File: config.mk
export PLATFORM = sky130hd
export DESIGN_NAME = csk_exec
export DESIGN_NICKNAME = d
export VERILOG_FILES = /design/src/rtl/csk_pkg.sv /design/src/rtl/csk_exec.sv /design/src/rtl/csk_addr_resolve.sv
export SDC_FILE = /design/constraint.sdc
export NUM_CORES = 1
export LEC_CHECK = 0
export BUFFER_PORTS_ARGS = -buffer_cell sky130_fd_sc_hd__buf_2
export CORE_AREA = 4 4 72 74
export CTS_CLUSTER_SIZE = 20
export DETAILED_ROUTE_END_ITERATION = 12
export DIE_AREA = 0 0 76 78
export GPL_TIMING_DRIVEN = 0
export SYNTH_ARGS = -nofsm -noshare
export SYNTH_HDL_FRONTEND = slang
export SYNTH_HIERARCHICAL = 1
export SYNTH_SLANG_ARGS = --single-unit
File: constraint.sdc
create_clock -name i_clock -period 5.2 [get_ports i_clock]
set_input_delay 0.52 -clock i_clock [delete_from_list [all_inputs] [get_ports i_clock]]
set_output_delay 0.52 -clock i_clock [all_outputs]
set_load 0.01 [all_outputs]
File: src/rtl/csk_pkg.sv
// Shared constants and types for the compare-and-skip execution block
package csk_pkg;

    // ------------------------------------------------------------
    // Instruction encoding
    // ------------------------------------------------------------
    localparam logic [6:0] CSK_OP_EQ = 7'h31; // 0110 001 : skip if equal
    localparam logic [6:0] CSK_OP_GT = 7'h32; // 0110 010 : skip if greater
    localparam int CSK_OP_MSB = 15; // Top of opcode field
    localparam int CSK_OP_LSB = 9; // Bottom of opcode field
    localparam int CSK_BANK_BIT = 8; // Bank access selector position

    // ------------------------------------------------------------
    // Data memory addressing
    // ------------------------------------------------------------
    localparam int CSK_ADDR_W = 14; // Data memory address width
    localparam int CSK_BANK_W = 6; // Bank select width
    localparam logic [7:0] CSK_INDEX_LIMIT = 8'h5F; // Last indexed offset
    localparam logic [5:0] CSK_ACCESS_LOW_BANK = 6'h00; // Lower access half
    localparam logic [5:0] CSK_ACCESS_HIGH_BANK = 6'h3F; // Upper access half

    // ------------------------------------------------------------
    // Cycle counts
    // ------------------------------------------------------------
    localparam int CSK_NOP_ONE_WORD = 1; // Discard cycles over 1-word op
    localparam int CSK_NOP_TWO_WORD = 2; // Discard cycles over 2-word op

    // ------------------------------------------------------------
    // Types
    // ------------------------------------------------------------
    typedef struct packed {
        logic is_eq; // Equal-skip compare
        logic is_gt; // Greater-skip compare
        logic bank_sel; // Bank access selector
        logic [7:0] file_addr; // Register file address
    } csk_decode_t;

    typedef struct packed {
        logic ext_enable; // Extended instruction set enabled
        logic [CSK_BANK_W-1:0] bank_select_register; // Current bank
        logic [CSK_ADDR_W-1:0] index_base; // Indexed window base
    } csk_addr_ctx_t;

    typedef enum logic [1:0] {
        CSK_READY,
        CSK_NOP_FIRST,
        CSK_NOP_SECOND
    } csk_state_t;

endpackage : csk_pkg

File: src/rtl/csk_exec.sv
// Execution logic for the equal-skip and greater-skip compare instructions
// Notes on behaviour
// - Opcodes 0110001a and 0110010a, a bank bit.
// - Equal compare discards next instruction on match.
// - Greater compare is unsigned, skips only when greater.
// - Bank bit 0 access bank, 1 bank register.
// - Extended, bank 0, address<=95: indexed offset.
// - One cycle unskipped; two when skipping one-word.
module csk_exec
    import csk_pkg::*;
(
    input wire logic i_clock, // 10 MHz instruction clock
    input wire logic i_rstn, // Asynchronous reset, active low
    input wire logic i_instr_valid, // Fetched instruction presented
    input wire logic [15:0] i_instr, // Instruction word
    input wire logic i_next_two_word, // Next fetched op is two words
    input wire logic i_ext_enable, // Extended instruction set on
    input wire logic [CSK_BANK_W-1:0] i_bank_select_register, // Bank
    input wire logic [CSK_ADDR_W-1:0] i_index_base, // Window base
    input wire logic [7:0] i_wreg, // Working register
    input wire logic [7:0] i_mem_rdata, // Byte at o_mem_addr
    output logic o_ready, // Block accepts an instruction
    output logic o_is_compare, // Presented op is one of ours
    output logic [CSK_ADDR_W-1:0] o_mem_addr, // Operand address
    output logic o_mem_rd, // Operand read strobe
    output logic o_nop_cycle, // Current cycle is a no-operation
    output logic o_discard, // Drop the fetched instruction
    output logic o_skip_taken, // Last compare skipped
    output logic o_status_we // Status flag write, never raised
);

    // ------------------------------------------------------------
    // Decode
    // ------------------------------------------------------------
    csk_decode_t dec; // Decoded fields
    csk_addr_ctx_t ctx; // Addressing context
    csk_state_t state_reg; // Sequence state
    csk_state_t state_next; // Next sequence state
    logic two_word_reg; // Skipped op is two words
    logic two_word_next; // Next value of two_word_reg
    logic skip_reg; // Last compare result
    logic skip_next; // Next value of skip_reg
    logic nop_reg; // No-operation cycle flag
    logic discard_reg; // Discard strobe
    logic indexed; // Indexed literal offset in use

    // Opcode match on the top seven bits
    assign dec.is_eq = (i_instr[CSK_OP_MSB:CSK_OP_LSB] == CSK_OP_EQ);
    assign dec.is_gt = (i_instr[CSK_OP_MSB:CSK_OP_LSB] == CSK_OP_GT);
    // Bank bit and register file address sit below the opcode
    assign dec.bank_sel = i_instr[CSK_BANK_BIT];
    assign dec.file_addr = i_instr[7:0];
    // Banking context travels as one struct into the resolver
    assign ctx.ext_enable = i_ext_enable;
    assign ctx.bank_select_register = i_bank_select_register;
    assign ctx.index_base = i_index_base;

    // ------------------------------------------------------------
    // Operand address
    // ------------------------------------------------------------
    // Pure logic, so the address is ready within the accept cycle
    // and the memory answers in that same cycle
    csk_addr_resolve u_addr (
        .i_dec(dec),
        .i_ctx(ctx),
        .o_addr(o_mem_addr),
        .o_indexed(indexed)
    );

    // ------------------------------------------------------------
    // Compare
    // ------------------------------------------------------------
    // One of our two opcodes is on the instruction bus
    wire is_cmp = dec.is_eq || dec.is_gt;
    // Taken only while idle; busy cycles ignore the bus
    wire accept = i_instr_valid && is_cmp && (state_reg == CSK_READY);
    // Subtraction kept internal, never written back
    wire [8:0] diff = {1'b0, i_mem_rdata} - {1'b0, i_wreg};
    // Zero difference means the byte matches the working register
    wire equal = (diff == 9'h000);
    // No borrow and not equal: byte above the working register, unsigned
    wire greater = !diff[8] && !equal;
    // Skip decision for whichever compare is decoded
    wire take = (dec.is_eq && equal) || (dec.is_gt && greater);

    // Handshake outputs are combinational, result flags are registered
    assign o_ready = (state_reg == CSK_READY);
    assign o_is_compare = is_cmp;
    assign o_mem_rd = accept;
    assign o_nop_cycle = nop_reg;
    assign o_discard = discard_reg;
    assign o_skip_taken = skip_reg;
    assign o_status_we = 1'b0;

    // ------------------------------------------------------------
    // Sequencer
    // ------------------------------------------------------------
    // Next state: one cycle unless skipping, one or two NOPs after
    always_comb begin
        // Hold everything unless a branch below moves it
        state_next = state_reg;
        two_word_next = two_word_reg;
        skip_next = skip_reg;
        unique case (state_reg)
            CSK_READY: begin
                // Capture the result and the length of what follows
                if (accept) begin
                    skip_next = take;
                    two_word_next = i_next_two_word;
                    if (take) begin
                        // First discarded word becomes a no-operation
                        state_next = CSK_NOP_FIRST;
                    end
                end
            end
            CSK_NOP_FIRST: begin
                // Second discarded word costs one more NOP
                state_next = two_word_reg ? CSK_NOP_SECOND : CSK_READY;
            end
            CSK_NOP_SECOND: begin
                // Both words of the skipped op are gone
                state_next = CSK_READY;
            end
            default: begin
                // Unused code falls back to idle
                state_next = CSK_READY;
            end
        endcase
    end

    // State and flag registers
    always_ff @(posedge i_clock or negedge i_rstn) begin
        if (!i_rstn) begin
            // Idle, no skip pending, flags clear
            state_reg <= CSK_READY;
            two_word_reg <= 1'b0;
            skip_reg <= 1'b0;
            nop_reg <= 1'b0;
            discard_reg <= 1'b0;
        end else begin
            state_reg <= state_next;
            two_word_reg <= two_word_next;
            skip_reg <= skip_next;
            // No-operation flag mirrors the state being entered
            nop_reg <= (state_next != CSK_READY);
            // Discard strobe only in the cycle after a taken skip
            discard_reg <= accept && take;
        end
    end
endmodule : csk_exec

File: src/rtl/csk_addr_resolve.sv
// Operand address resolver for the compare-and-skip block
module csk_addr_resolve
    import csk_pkg::*;
(
    input wire csk_decode_t i_dec, // Decoded instruction fields
    input wire csk_addr_ctx_t i_ctx, // Banking context
    output logic [CSK_ADDR_W-1:0] o_addr, // Resolved data address
    output logic o_indexed // Indexed literal offset used
);

    // ------------------------------------------------------------
    // Address selection
    // ------------------------------------------------------------
    wire use_index = i_ctx.ext_enable && !i_dec.bank_sel
                     && (i_dec.file_addr <= CSK_INDEX_LIMIT);
    wire [CSK_ADDR_W-1:0] index_addr = i_ctx.index_base
                     + {{(CSK_ADDR_W-8){1'b0}}, i_dec.file_addr};
    wire [CSK_BANK_W-1:0] access_bank = (i_dec.file_addr <= CSK_INDEX_LIMIT)
                     ? CSK_ACCESS_LOW_BANK : CSK_ACCESS_HIGH_BANK;
    wire [CSK_ADDR_W-1:0] access_addr = {access_bank, i_dec.file_addr};
    wire [CSK_ADDR_W-1:0] banked_addr = {i_ctx.bank_select_register,
                                         i_dec.file_addr};

    // Bank bit 1 uses the bank select register, else access or window
    assign o_addr = i_dec.bank_sel ? banked_addr
                  : (use_index ? index_addr : access_addr);
    assign o_indexed = use_index;

endmodule : csk_addr_resolve

After elaboration in Yosys (flattened, before gate mapping):

Cells that the tools add are included.

* output and inout port bits: 21
* RAM bits: 0
* latch bits: 0
* logic and storage cells: 35
* bits of input ports: 57
* register bits after elaboration: 6
* bits in read-only memories: 0
* memories: 0

* reduce and logical (&&, ||, !) cells: 17
* equality and inequality tests: 3
* multiply operators: 0
* shift-type cells: 0
* add/sub/neg operators: 2
* div/mod/pow operators: 0
* $lt $le $gt $ge: 1
* bitwise logic cells: 0
* mux-type cells: 7

Operators with widths (count)
* 2-to-1 mux 14 bit: 2
* adder 14 x 8 -> 14 bit: 1
* equality test 7 x 6 -> 1 bit (second input constant): 2
* logical NOT 9 bit: 1
* subtractor 8 x 8 -> 9 bit: 1
* <= comparator 8 x 7 -> 1 bit (second input constant): 1
* logical AND 1 bit: 8
* 2-to-1 mux 2 bit: 3
* 2-to-1 mux 6 bit: 1
* one-hot mux 2 bit (2 select lines): 1
* logical NOT 1 bit: 3
* equality test 2 x 1 -> 1 bit (second input constant): 1
* logical NOT 2 bit: 1
* logical OR 1 bit: 2
* AND reduction 2 bit: 1
* nonzero test 2 bit: 1

Logic depth before layout (Yosys ltp):

Gate-level depths: netlist of run 1.

* word-level depth: 10
* depth in mapped cells: 8
* depth with buffers taken out: 8

Modules after synthesis:

Netlist of run 1, hierarchy kept.

Modules (own cells, without submodules)
* csk_addr_resolve: seq. area each 0.0 µm², cells each 110, instances 1, area an instance 714.4 µm²
* csk_exec: seq. area each 150.1 µm², cells each 82, instances 1, area an instance 656.9 µm²

Least setup slack after synthesis of run 1:

Ideal clock, no wire load.

* path kind: input to register
* start point: input port i_wreg[1]
* end point: register discard_reg (netlist: o_discard)
* cell stages on the path: 8
* arrival time: 2.567 ns
* path buffers: 0
* required time: 5.096 ns
* slack: 2.529 ns
* setup time: 0.104 ns
* path through: inv_1 ha_1 nor2b_1 o211a_1 or3_1 a221o_1 or4_4 a221oi_1

* word-level cells in the longest chain between the ends: 7
* elaborated cells between the ends (all ways): 9
* those cells by class: add/sub (1); reduce/logical (8)

Ends and longest elaborated chain
* start: declaration: line csk_exec.sv:20 `input wire logic [7:0] i_wreg,`
* subtractor 8 x 8 -> 9 bit (*): line csk_exec.sv:78 `wire [8:0] diff = {1'b0, i_mem_rdata} - {1'b0, i_wreg};`
* logical NOT 9 bit: line csk_exec.sv:80 `wire equal = (diff == 9'h000);`
* logical NOT 1 bit: line csk_exec.sv:82 `wire greater = !diff[8] && !equal;`
* logical AND 1 bit: line csk_exec.sv:82
* logical AND 1 bit: line csk_exec.sv:84 `wire take = (dec.is_eq && equal) || (dec.is_gt && greater);`
* logical OR 1 bit (*): line csk_exec.sv:84
* logical AND 1 bit (*): line csk_exec.sv:147 `discard_reg <= accept && take;`
* end signal: assignment: line csk_exec.sv:147
* end: declaration: line csk_exec.sv:44 `logic discard_reg;`

Every way passes the cells marked *; elsewhere a longest branch is shown, timed or not.
A chain may end at the register's enable or synchronous reset.

Worst setup path in the final report of run 1:

* start point: input port i_instr[0]
* end point: output port o_mem_addr[12]

* word-level cells in the longest chain between the ends: 4
* elaborated cells between the ends (all ways): 6
* those cells by class: add/sub (1); order compare (1); mux (3); reduce/logical (1)

Ends and longest elaborated chain
* start: declaration: line csk_exec.sv:15 `input wire logic [15:0] i_instr,`
* parallel branches: the longest is 2 deep, another holds adder 14 x 8 -> 14 bit
* 2-to-1 mux 14 bit (*): line csk_addr_resolve.sv:26 `: (use_index ? index_addr : access_addr);`
* 2-to-1 mux 14 bit (*): line csk_addr_resolve.sv:25 `assign o_addr = i_dec.bank_sel ? banked_addr`
* end: declaration: line csk_exec.sv:24 `output logic [CSK_ADDR_W-1:0] o_mem_addr,`

Every way passes the cells marked *.

==> reports/metrics.cfg, run 1 <==
[setup_path]
critPathKind = in2out
worst_ep_arrival_time_ns = 2.51
path_cells = buf_2, ha_1, fa_1, a21o_1, a221oi_2, nor2_1, o21a_1, o211ai_1, buf_2
critPathMaxStageDelay_ns = 0.41
slowest_stage = fa_1
start_kind = primary input
cp_common_cell = buf_2
worstSetupEndpointType = output pin
crit_fanout = 5
required_ns = 4.68

[logic_synthesis]
synth.avg_cell_area_um2 = 7.16
yosysWarningCount = 6
syn_inst = 191
netlist_area_um2 = 1370
syn_nets = 265

[layout]
design_area_um2 = 1860
n_fill_cell = 503
diodes = 0
fin_nets = 346
largest_reg_flops = 2
drive_gt1_share_pct = 32.2
multiInputGateArea_um2 = 1150
area_growth_pct = 35.8
seq_area_um2 = 150

[floorplan]
core_um2 = 4600
start_util_pct = 29.7
dieArea_um2 = 5930
dieWidth_um = 76
io_pins = 78
rows = 25
die_height_um = 78

[sta]
fin_crit_ns = 3.03
slew_headroom_pct = 66.9
finalClockSkew_ns = 0.00633
worst_pin_slew_ns = 0.491
rsz0062_at_grt = false
max_freq_mhz = 330
setup_viol = 0
hold_viol = 0
drv_slew = 0
tns_ns = 0
fin_crit_sh_pct = 58.2

[power_and_ir_drop]
internal-power_w = 0.000161
switching_share_pct = 38.3
p_comb_share_pct = 54.9
clock_power_share_pct = 26.5
p_sw_w = 0.000100
leakage_nw = 1.01
pwr-share-seq_pct = 18.7
ir_drop_v = 0.0000909
power_density_nw_per_um2 = 141

[cts]
cts_buffers = 3
ctsHoldBuffers = 0
cts_tree = done
ctsResizeCount = 0
htree_levels = 1
cts_root_buf = clkbuf_8
clock_path_buffers = 2
cts.sinks = 6
clk_latency_ns = 0.22
post_cts_buffers = 0
path_clk_slew_ns = 0.04

[grt]
grt_first_pass_wirelength_um = 6640
grt_antenna_before_repair = 0
grt_max_degree = 11
grt_pass1_vias = 1558
grt_overflow = 0
grt_usage_pct = 12.9

[drt]
drc_errors = 0
drt-total-wl_um = 4070
wire_per_inst_um = 12.6
drt_iter0_drc = 45
firstDrtPassIters = 6
num_vias = 1691
via_per_inst = 5.22
drt.antenna.violating_nets = 0

[placed_design]
place.gp.congestion = 0.784
place_area_um2 = 1820
dpl.hpwl_um = 3410
port_buffers = 76

[worst_hold_path]
hold_class = in2async

[status]
status = completed

[job]
drv_cap = 0

-- routing by layer --
metal	track usage [%]	vias up	part of all wire [%]
met5	0	-	0
li1	-	880	-
met4	1.60	0	0.39
met2	22.8	61	47
met1	16.6	748	46
met3	2.44	2	6.8
-- final cells by class --
| cell class | instances | area share [%] |
|---|---|---|
| flip-flops and latches | 6 | 8.09 |
| repair buffers | 76 | 20.5 |
| multi-input cells | 168 | 61.9 |
| clock buffers | 3 | 2.22 |
| well taps | 54 | 3.64 |
| inverters | 14 | 2.83 |
| plain buffers | 3 | 0.809 |
-- metrics by stage --
step                hold slack, ns  worst slack [ns]  power (W)  std cells  util, %
floorplan                    0.224              2.53   0.000138        191        -
global placement             0.348              2.14   0.000190        321     39.5
CTS                          0.110              2.17   0.000263        324     40.4
detailed placement           0.346              2.18   0.000192        321     39.5
global route                 0.121              2.09   0.000283        324     40.4
finish                       0.110              2.17   0.000261        324     40.4
-- power by group through the flow --
stage | Combinational (W) | Sequential, W | Clock (W)
after floorplan | 0.0000891 | 0.0000491 | 0
after global placement | 0.000141 | 0.0000492 | 0
after detailed placement | 0.000142 | 0.0000493 | 0
after CTS | 0.000143 | 0.0000487 | 0.0000707
after global routing | 0.000161 | 0.0000488 | 0.0000729
final | 0.000143 | 0.0000487 | 0.0000691
-- worst paths after layout --
| kind | startpoint | to | slack, ns | depth (start not counted) |
|---|---|---|---|---|
| min reg2reg | state_reg[1] | state_reg[1] | 0.44 | 1 |
| min | i_rstn | o_discard | 0.11 | 1 |
| max reg2reg | state_reg[1] | o_skip_taken | 3.46 | 5 |
| max | i_instr[0] | o_mem_addr[12] | 2.17 | 9 |
| max in group asynchronous | i_rstn | o_skip_taken | 4.94 | 1 |
| min in group i_clock | state_reg[1] | state_reg[1] | 0.44 | 1 |
-- placed cells by master (no fill, tap or decap), types with 3 or more instances in the layout --
master / count
nand3b_1: 4
nand3_1: 5
nand4_1: 6
inv_1: 13
xnor2_1: 3
o21ai_0: 13
a21oi_1: 11
clkbuf_8: 3
a21o_1: 7
buf_2: 76
nand2_1: 31
nor3_1: 3
dfrtp_1: 6
ha_1: 16
o211ai_1: 4
nor2_1: 11
xor2_1: 5
or3_1: 3
o211a_1: 3
o22ai_1: 3
-- critical path, delay by kind of cell --
kind,cells,cell delay (ns)
adders and majority gates,2,0.64
and+or+nand+nor,1,0.18
AOI/OAI and AO/OA,4,0.89
buffers and inverters,2,0.27
Note: power is estimated with default switching activity, not from simulation.
==> inputs of run 2 (changes only) <==
==> constraint.sdc (replaced) <==
create_clock -name i_clock -period 2.8 [get_ports i_clock]
set_input_delay 0.28 -clock i_clock [delete_from_list [all_inputs] [get_ports i_clock]]
set_output_delay 0.28 -clock i_clock [all_outputs]
set_load 0.01 [all_outputs]
==> run 2 against run 1 <==
Net effect: cell area rose by 0.54%; worst setup slack got worse by 1.9 ns; critical path depth did not move; combinational power rose by 87%; final cell count rose by 0.31%; critical path type unchanged.
==> reports/metrics.cfg, run 2 (synthesis gave the netlist of run 1 again) <==
[drt]
drc_errors = 0  ; unchanged
drt-total-wl_um = 4070  ; unchanged
num_vias = 1694  ; was 1691
via_per_inst = 5.21  ; was 5.22
drt_iter0_drc = 43  ; was 45
drt.antenna.violating_nets = 0  ; unchanged
firstDrtPassIters = 6  ; unchanged
wire_per_inst_um = 12.5  ; was 12.6 um

[power_and_ir_drop]
total_power_w = 0.000486  ; was 0.000261 W
ir_drop_v = 0.000169  ; was 0.0000909 V
power_density_nw_per_um2 = 261  ; was 141 nW/um2
leakage_nw = 1.01  ; about the same

[sta]
worst_slack_ns = 0.253  ; was 2.17 ns
max_freq_mhz = 393
hold_viol = 0  ; unchanged
fin_crit_ns = 2.55
fin_crit_sh_pct = 90.9
setup_viol = 0  ; unchanged
tns_ns = 0  ; unchanged
hold_slack_ns = 0.254  ; was 0.110 ns
drv_slew = 0  ; unchanged
slew_headroom_pct = 66.9  ; about the same
worst_pin_slew_ns = 0.491  ; about the same
rsz0062_at_grt = false  ; unchanged
finalClockSkew_ns = 0.00624  ; was 0.00633 ns

[floorplan]
io_pins = 78  ; unchanged
dieArea_um2 = 5930  ; unchanged
start_util_pct = 29.7  ; unchanged
rows = 25  ; unchanged
die_height_um = 78  ; unchanged
dieWidth_um = 76  ; unchanged
core_um2 = 4600  ; unchanged

[layout]
fin_nets = 347  ; was 346
area_growth_pct = 36.5  ; was 35.8%
n_fill_cell = 502  ; was 503
drive_gt1_share_pct = 32.1  ; was 32.2%
largest_reg_flops = 2  ; unchanged
mostFrequentLayoutCells = buf_2 (76), nand2_1 (31), ha_1 (16)  ; unchanged
mostFrequentLayoutCell = buf_2  ; unchanged
diodes = 0  ; unchanged

[worst_hold_path]
hold_class = in2reg  ; was in2async
hp-start = i_next_two_word
hold_end = two_word_reg
min_path_cells = 3

[setup_path]
start_kind = primary input  ; unchanged
reg2reg_from = state_reg[1]  ; unchanged
worst_ep_arrival_time_ns = 2.27  ; was 2.51 ns
critPathKind = in2out  ; unchanged
crit_fanout = 5  ; unchanged
required_ns = 2.52  ; was 4.68 ns
cp-startpoint = i_instr[0]  ; unchanged
r2r-end = o_skip_taken  ; unchanged
r2r_setup_slack_ns = 1.06  ; was 3.46 ns
reg2reg_depth = 5  ; unchanged
worstSetupEndpointType = output pin  ; unchanged

[placed_design]
dpl.hpwl_um = 3410  ; unchanged
dp_slack_ns = 0.128  ; was 2.18 ns
port_buffers = 76  ; unchanged
place.gp.congestion = 0.784  ; unchanged

[cts]
clock_path_buffers = 2  ; unchanged
ctsResizeCount = 0  ; unchanged
ctsHoldBuffers = 1  ; was 0
cts_root_buf = clkbuf_8  ; unchanged
post_cts_buffers = 0  ; unchanged
htree_levels = 1  ; unchanged
cts_tree = done  ; unchanged
clk_latency_ns = 0.22  ; about the same
path_clk_slew_ns = 0.04  ; about the same
cts_buffers = 3  ; unchanged
cts.sinks = 6  ; unchanged

[job]
drv_cap = 0  ; unchanged

[grt]
grt_first_pass_wirelength_um = 6650  ; was 6640 um
grt_pass1_vias = 1561  ; was 1558
grt_usage_pct = 12.9  ; about the same
grt_antenna_before_repair = 0  ; unchanged
grt_max_degree = 11  ; unchanged
grt_overflow = 0  ; unchanged

[status]
status = completed  ; unchanged

[run 2: cell count changes in the layout (fill, tap and decap cells not counted), sizes merged]
| cell | previous run | this run |
|---|---|---|
| dlygate4sd3 | 0 | 1 |
[run 2: power breakdown]
group / switching, W / total [W] / internal, W
Sequential: 0.00000107 / 0.0000904 / 0.0000893
Combinational: 0.000149 / 0.000267 / 0.000119
Clock: 0.0000365 / 0.000129 / 0.0000923
Total: 0.000186 / 0.000486 / 0.000300
[run 2: metal layers]
metal  vias to the layer above  track usage [%]  share of wire, %
met2                        62             22.8                47
li1                        882                -                 -
met4                         0             1.60              0.39
met3                         2             2.55               6.9
met1                       748             16.6                46
met5                         -                0                 0
[run 2: area by class of cell]
cell class              instances  area, um2  area share, %
flip-flops and latches          6        150           8.04
well taps                      54       67.6           3.62
plain buffers                   3       15.0          0.804
repair buffers                 77        390           20.9
inverters                      14       52.6           2.82
multi-input cells             168       1150           61.6
clock buffers                   3       41.3           2.21
[run 2: how the worst max path moves through the flow]
stage	to	slack, ns	depth (start not counted)
finish	o_mem_addr[12]	0.25	9
global route	o_discard	0.15	9
CTS	o_mem_addr[12]	0.25	9
detailed placement	o_discard	0.13	9
global placement	o_discard	0.13	9
floorplan	o_discard	0.37	8
[run 2: metrics by stage]
stage | cell area, um2 | std cells | util [%]
floorplan | 1370 | 191 | -
global placement | 1820 | 321 | 39.5
detailed placement | 1820 | 321 | 39.5
CTS | 1870 | 325 | 40.6
global route | 1870 | 325 | 40.6
finish | 1870 | 325 | 40.6
[run 2: critical path, cell delays in order]
cell	delay, ns
buf_2	0.11
ha_1	0.23
fa_1	0.41
a21o_1	0.22
a221oi_2	0.29
nor2_1	0.18
o21a_1	0.20
o211ai_1	0.18
buf_2	0.16
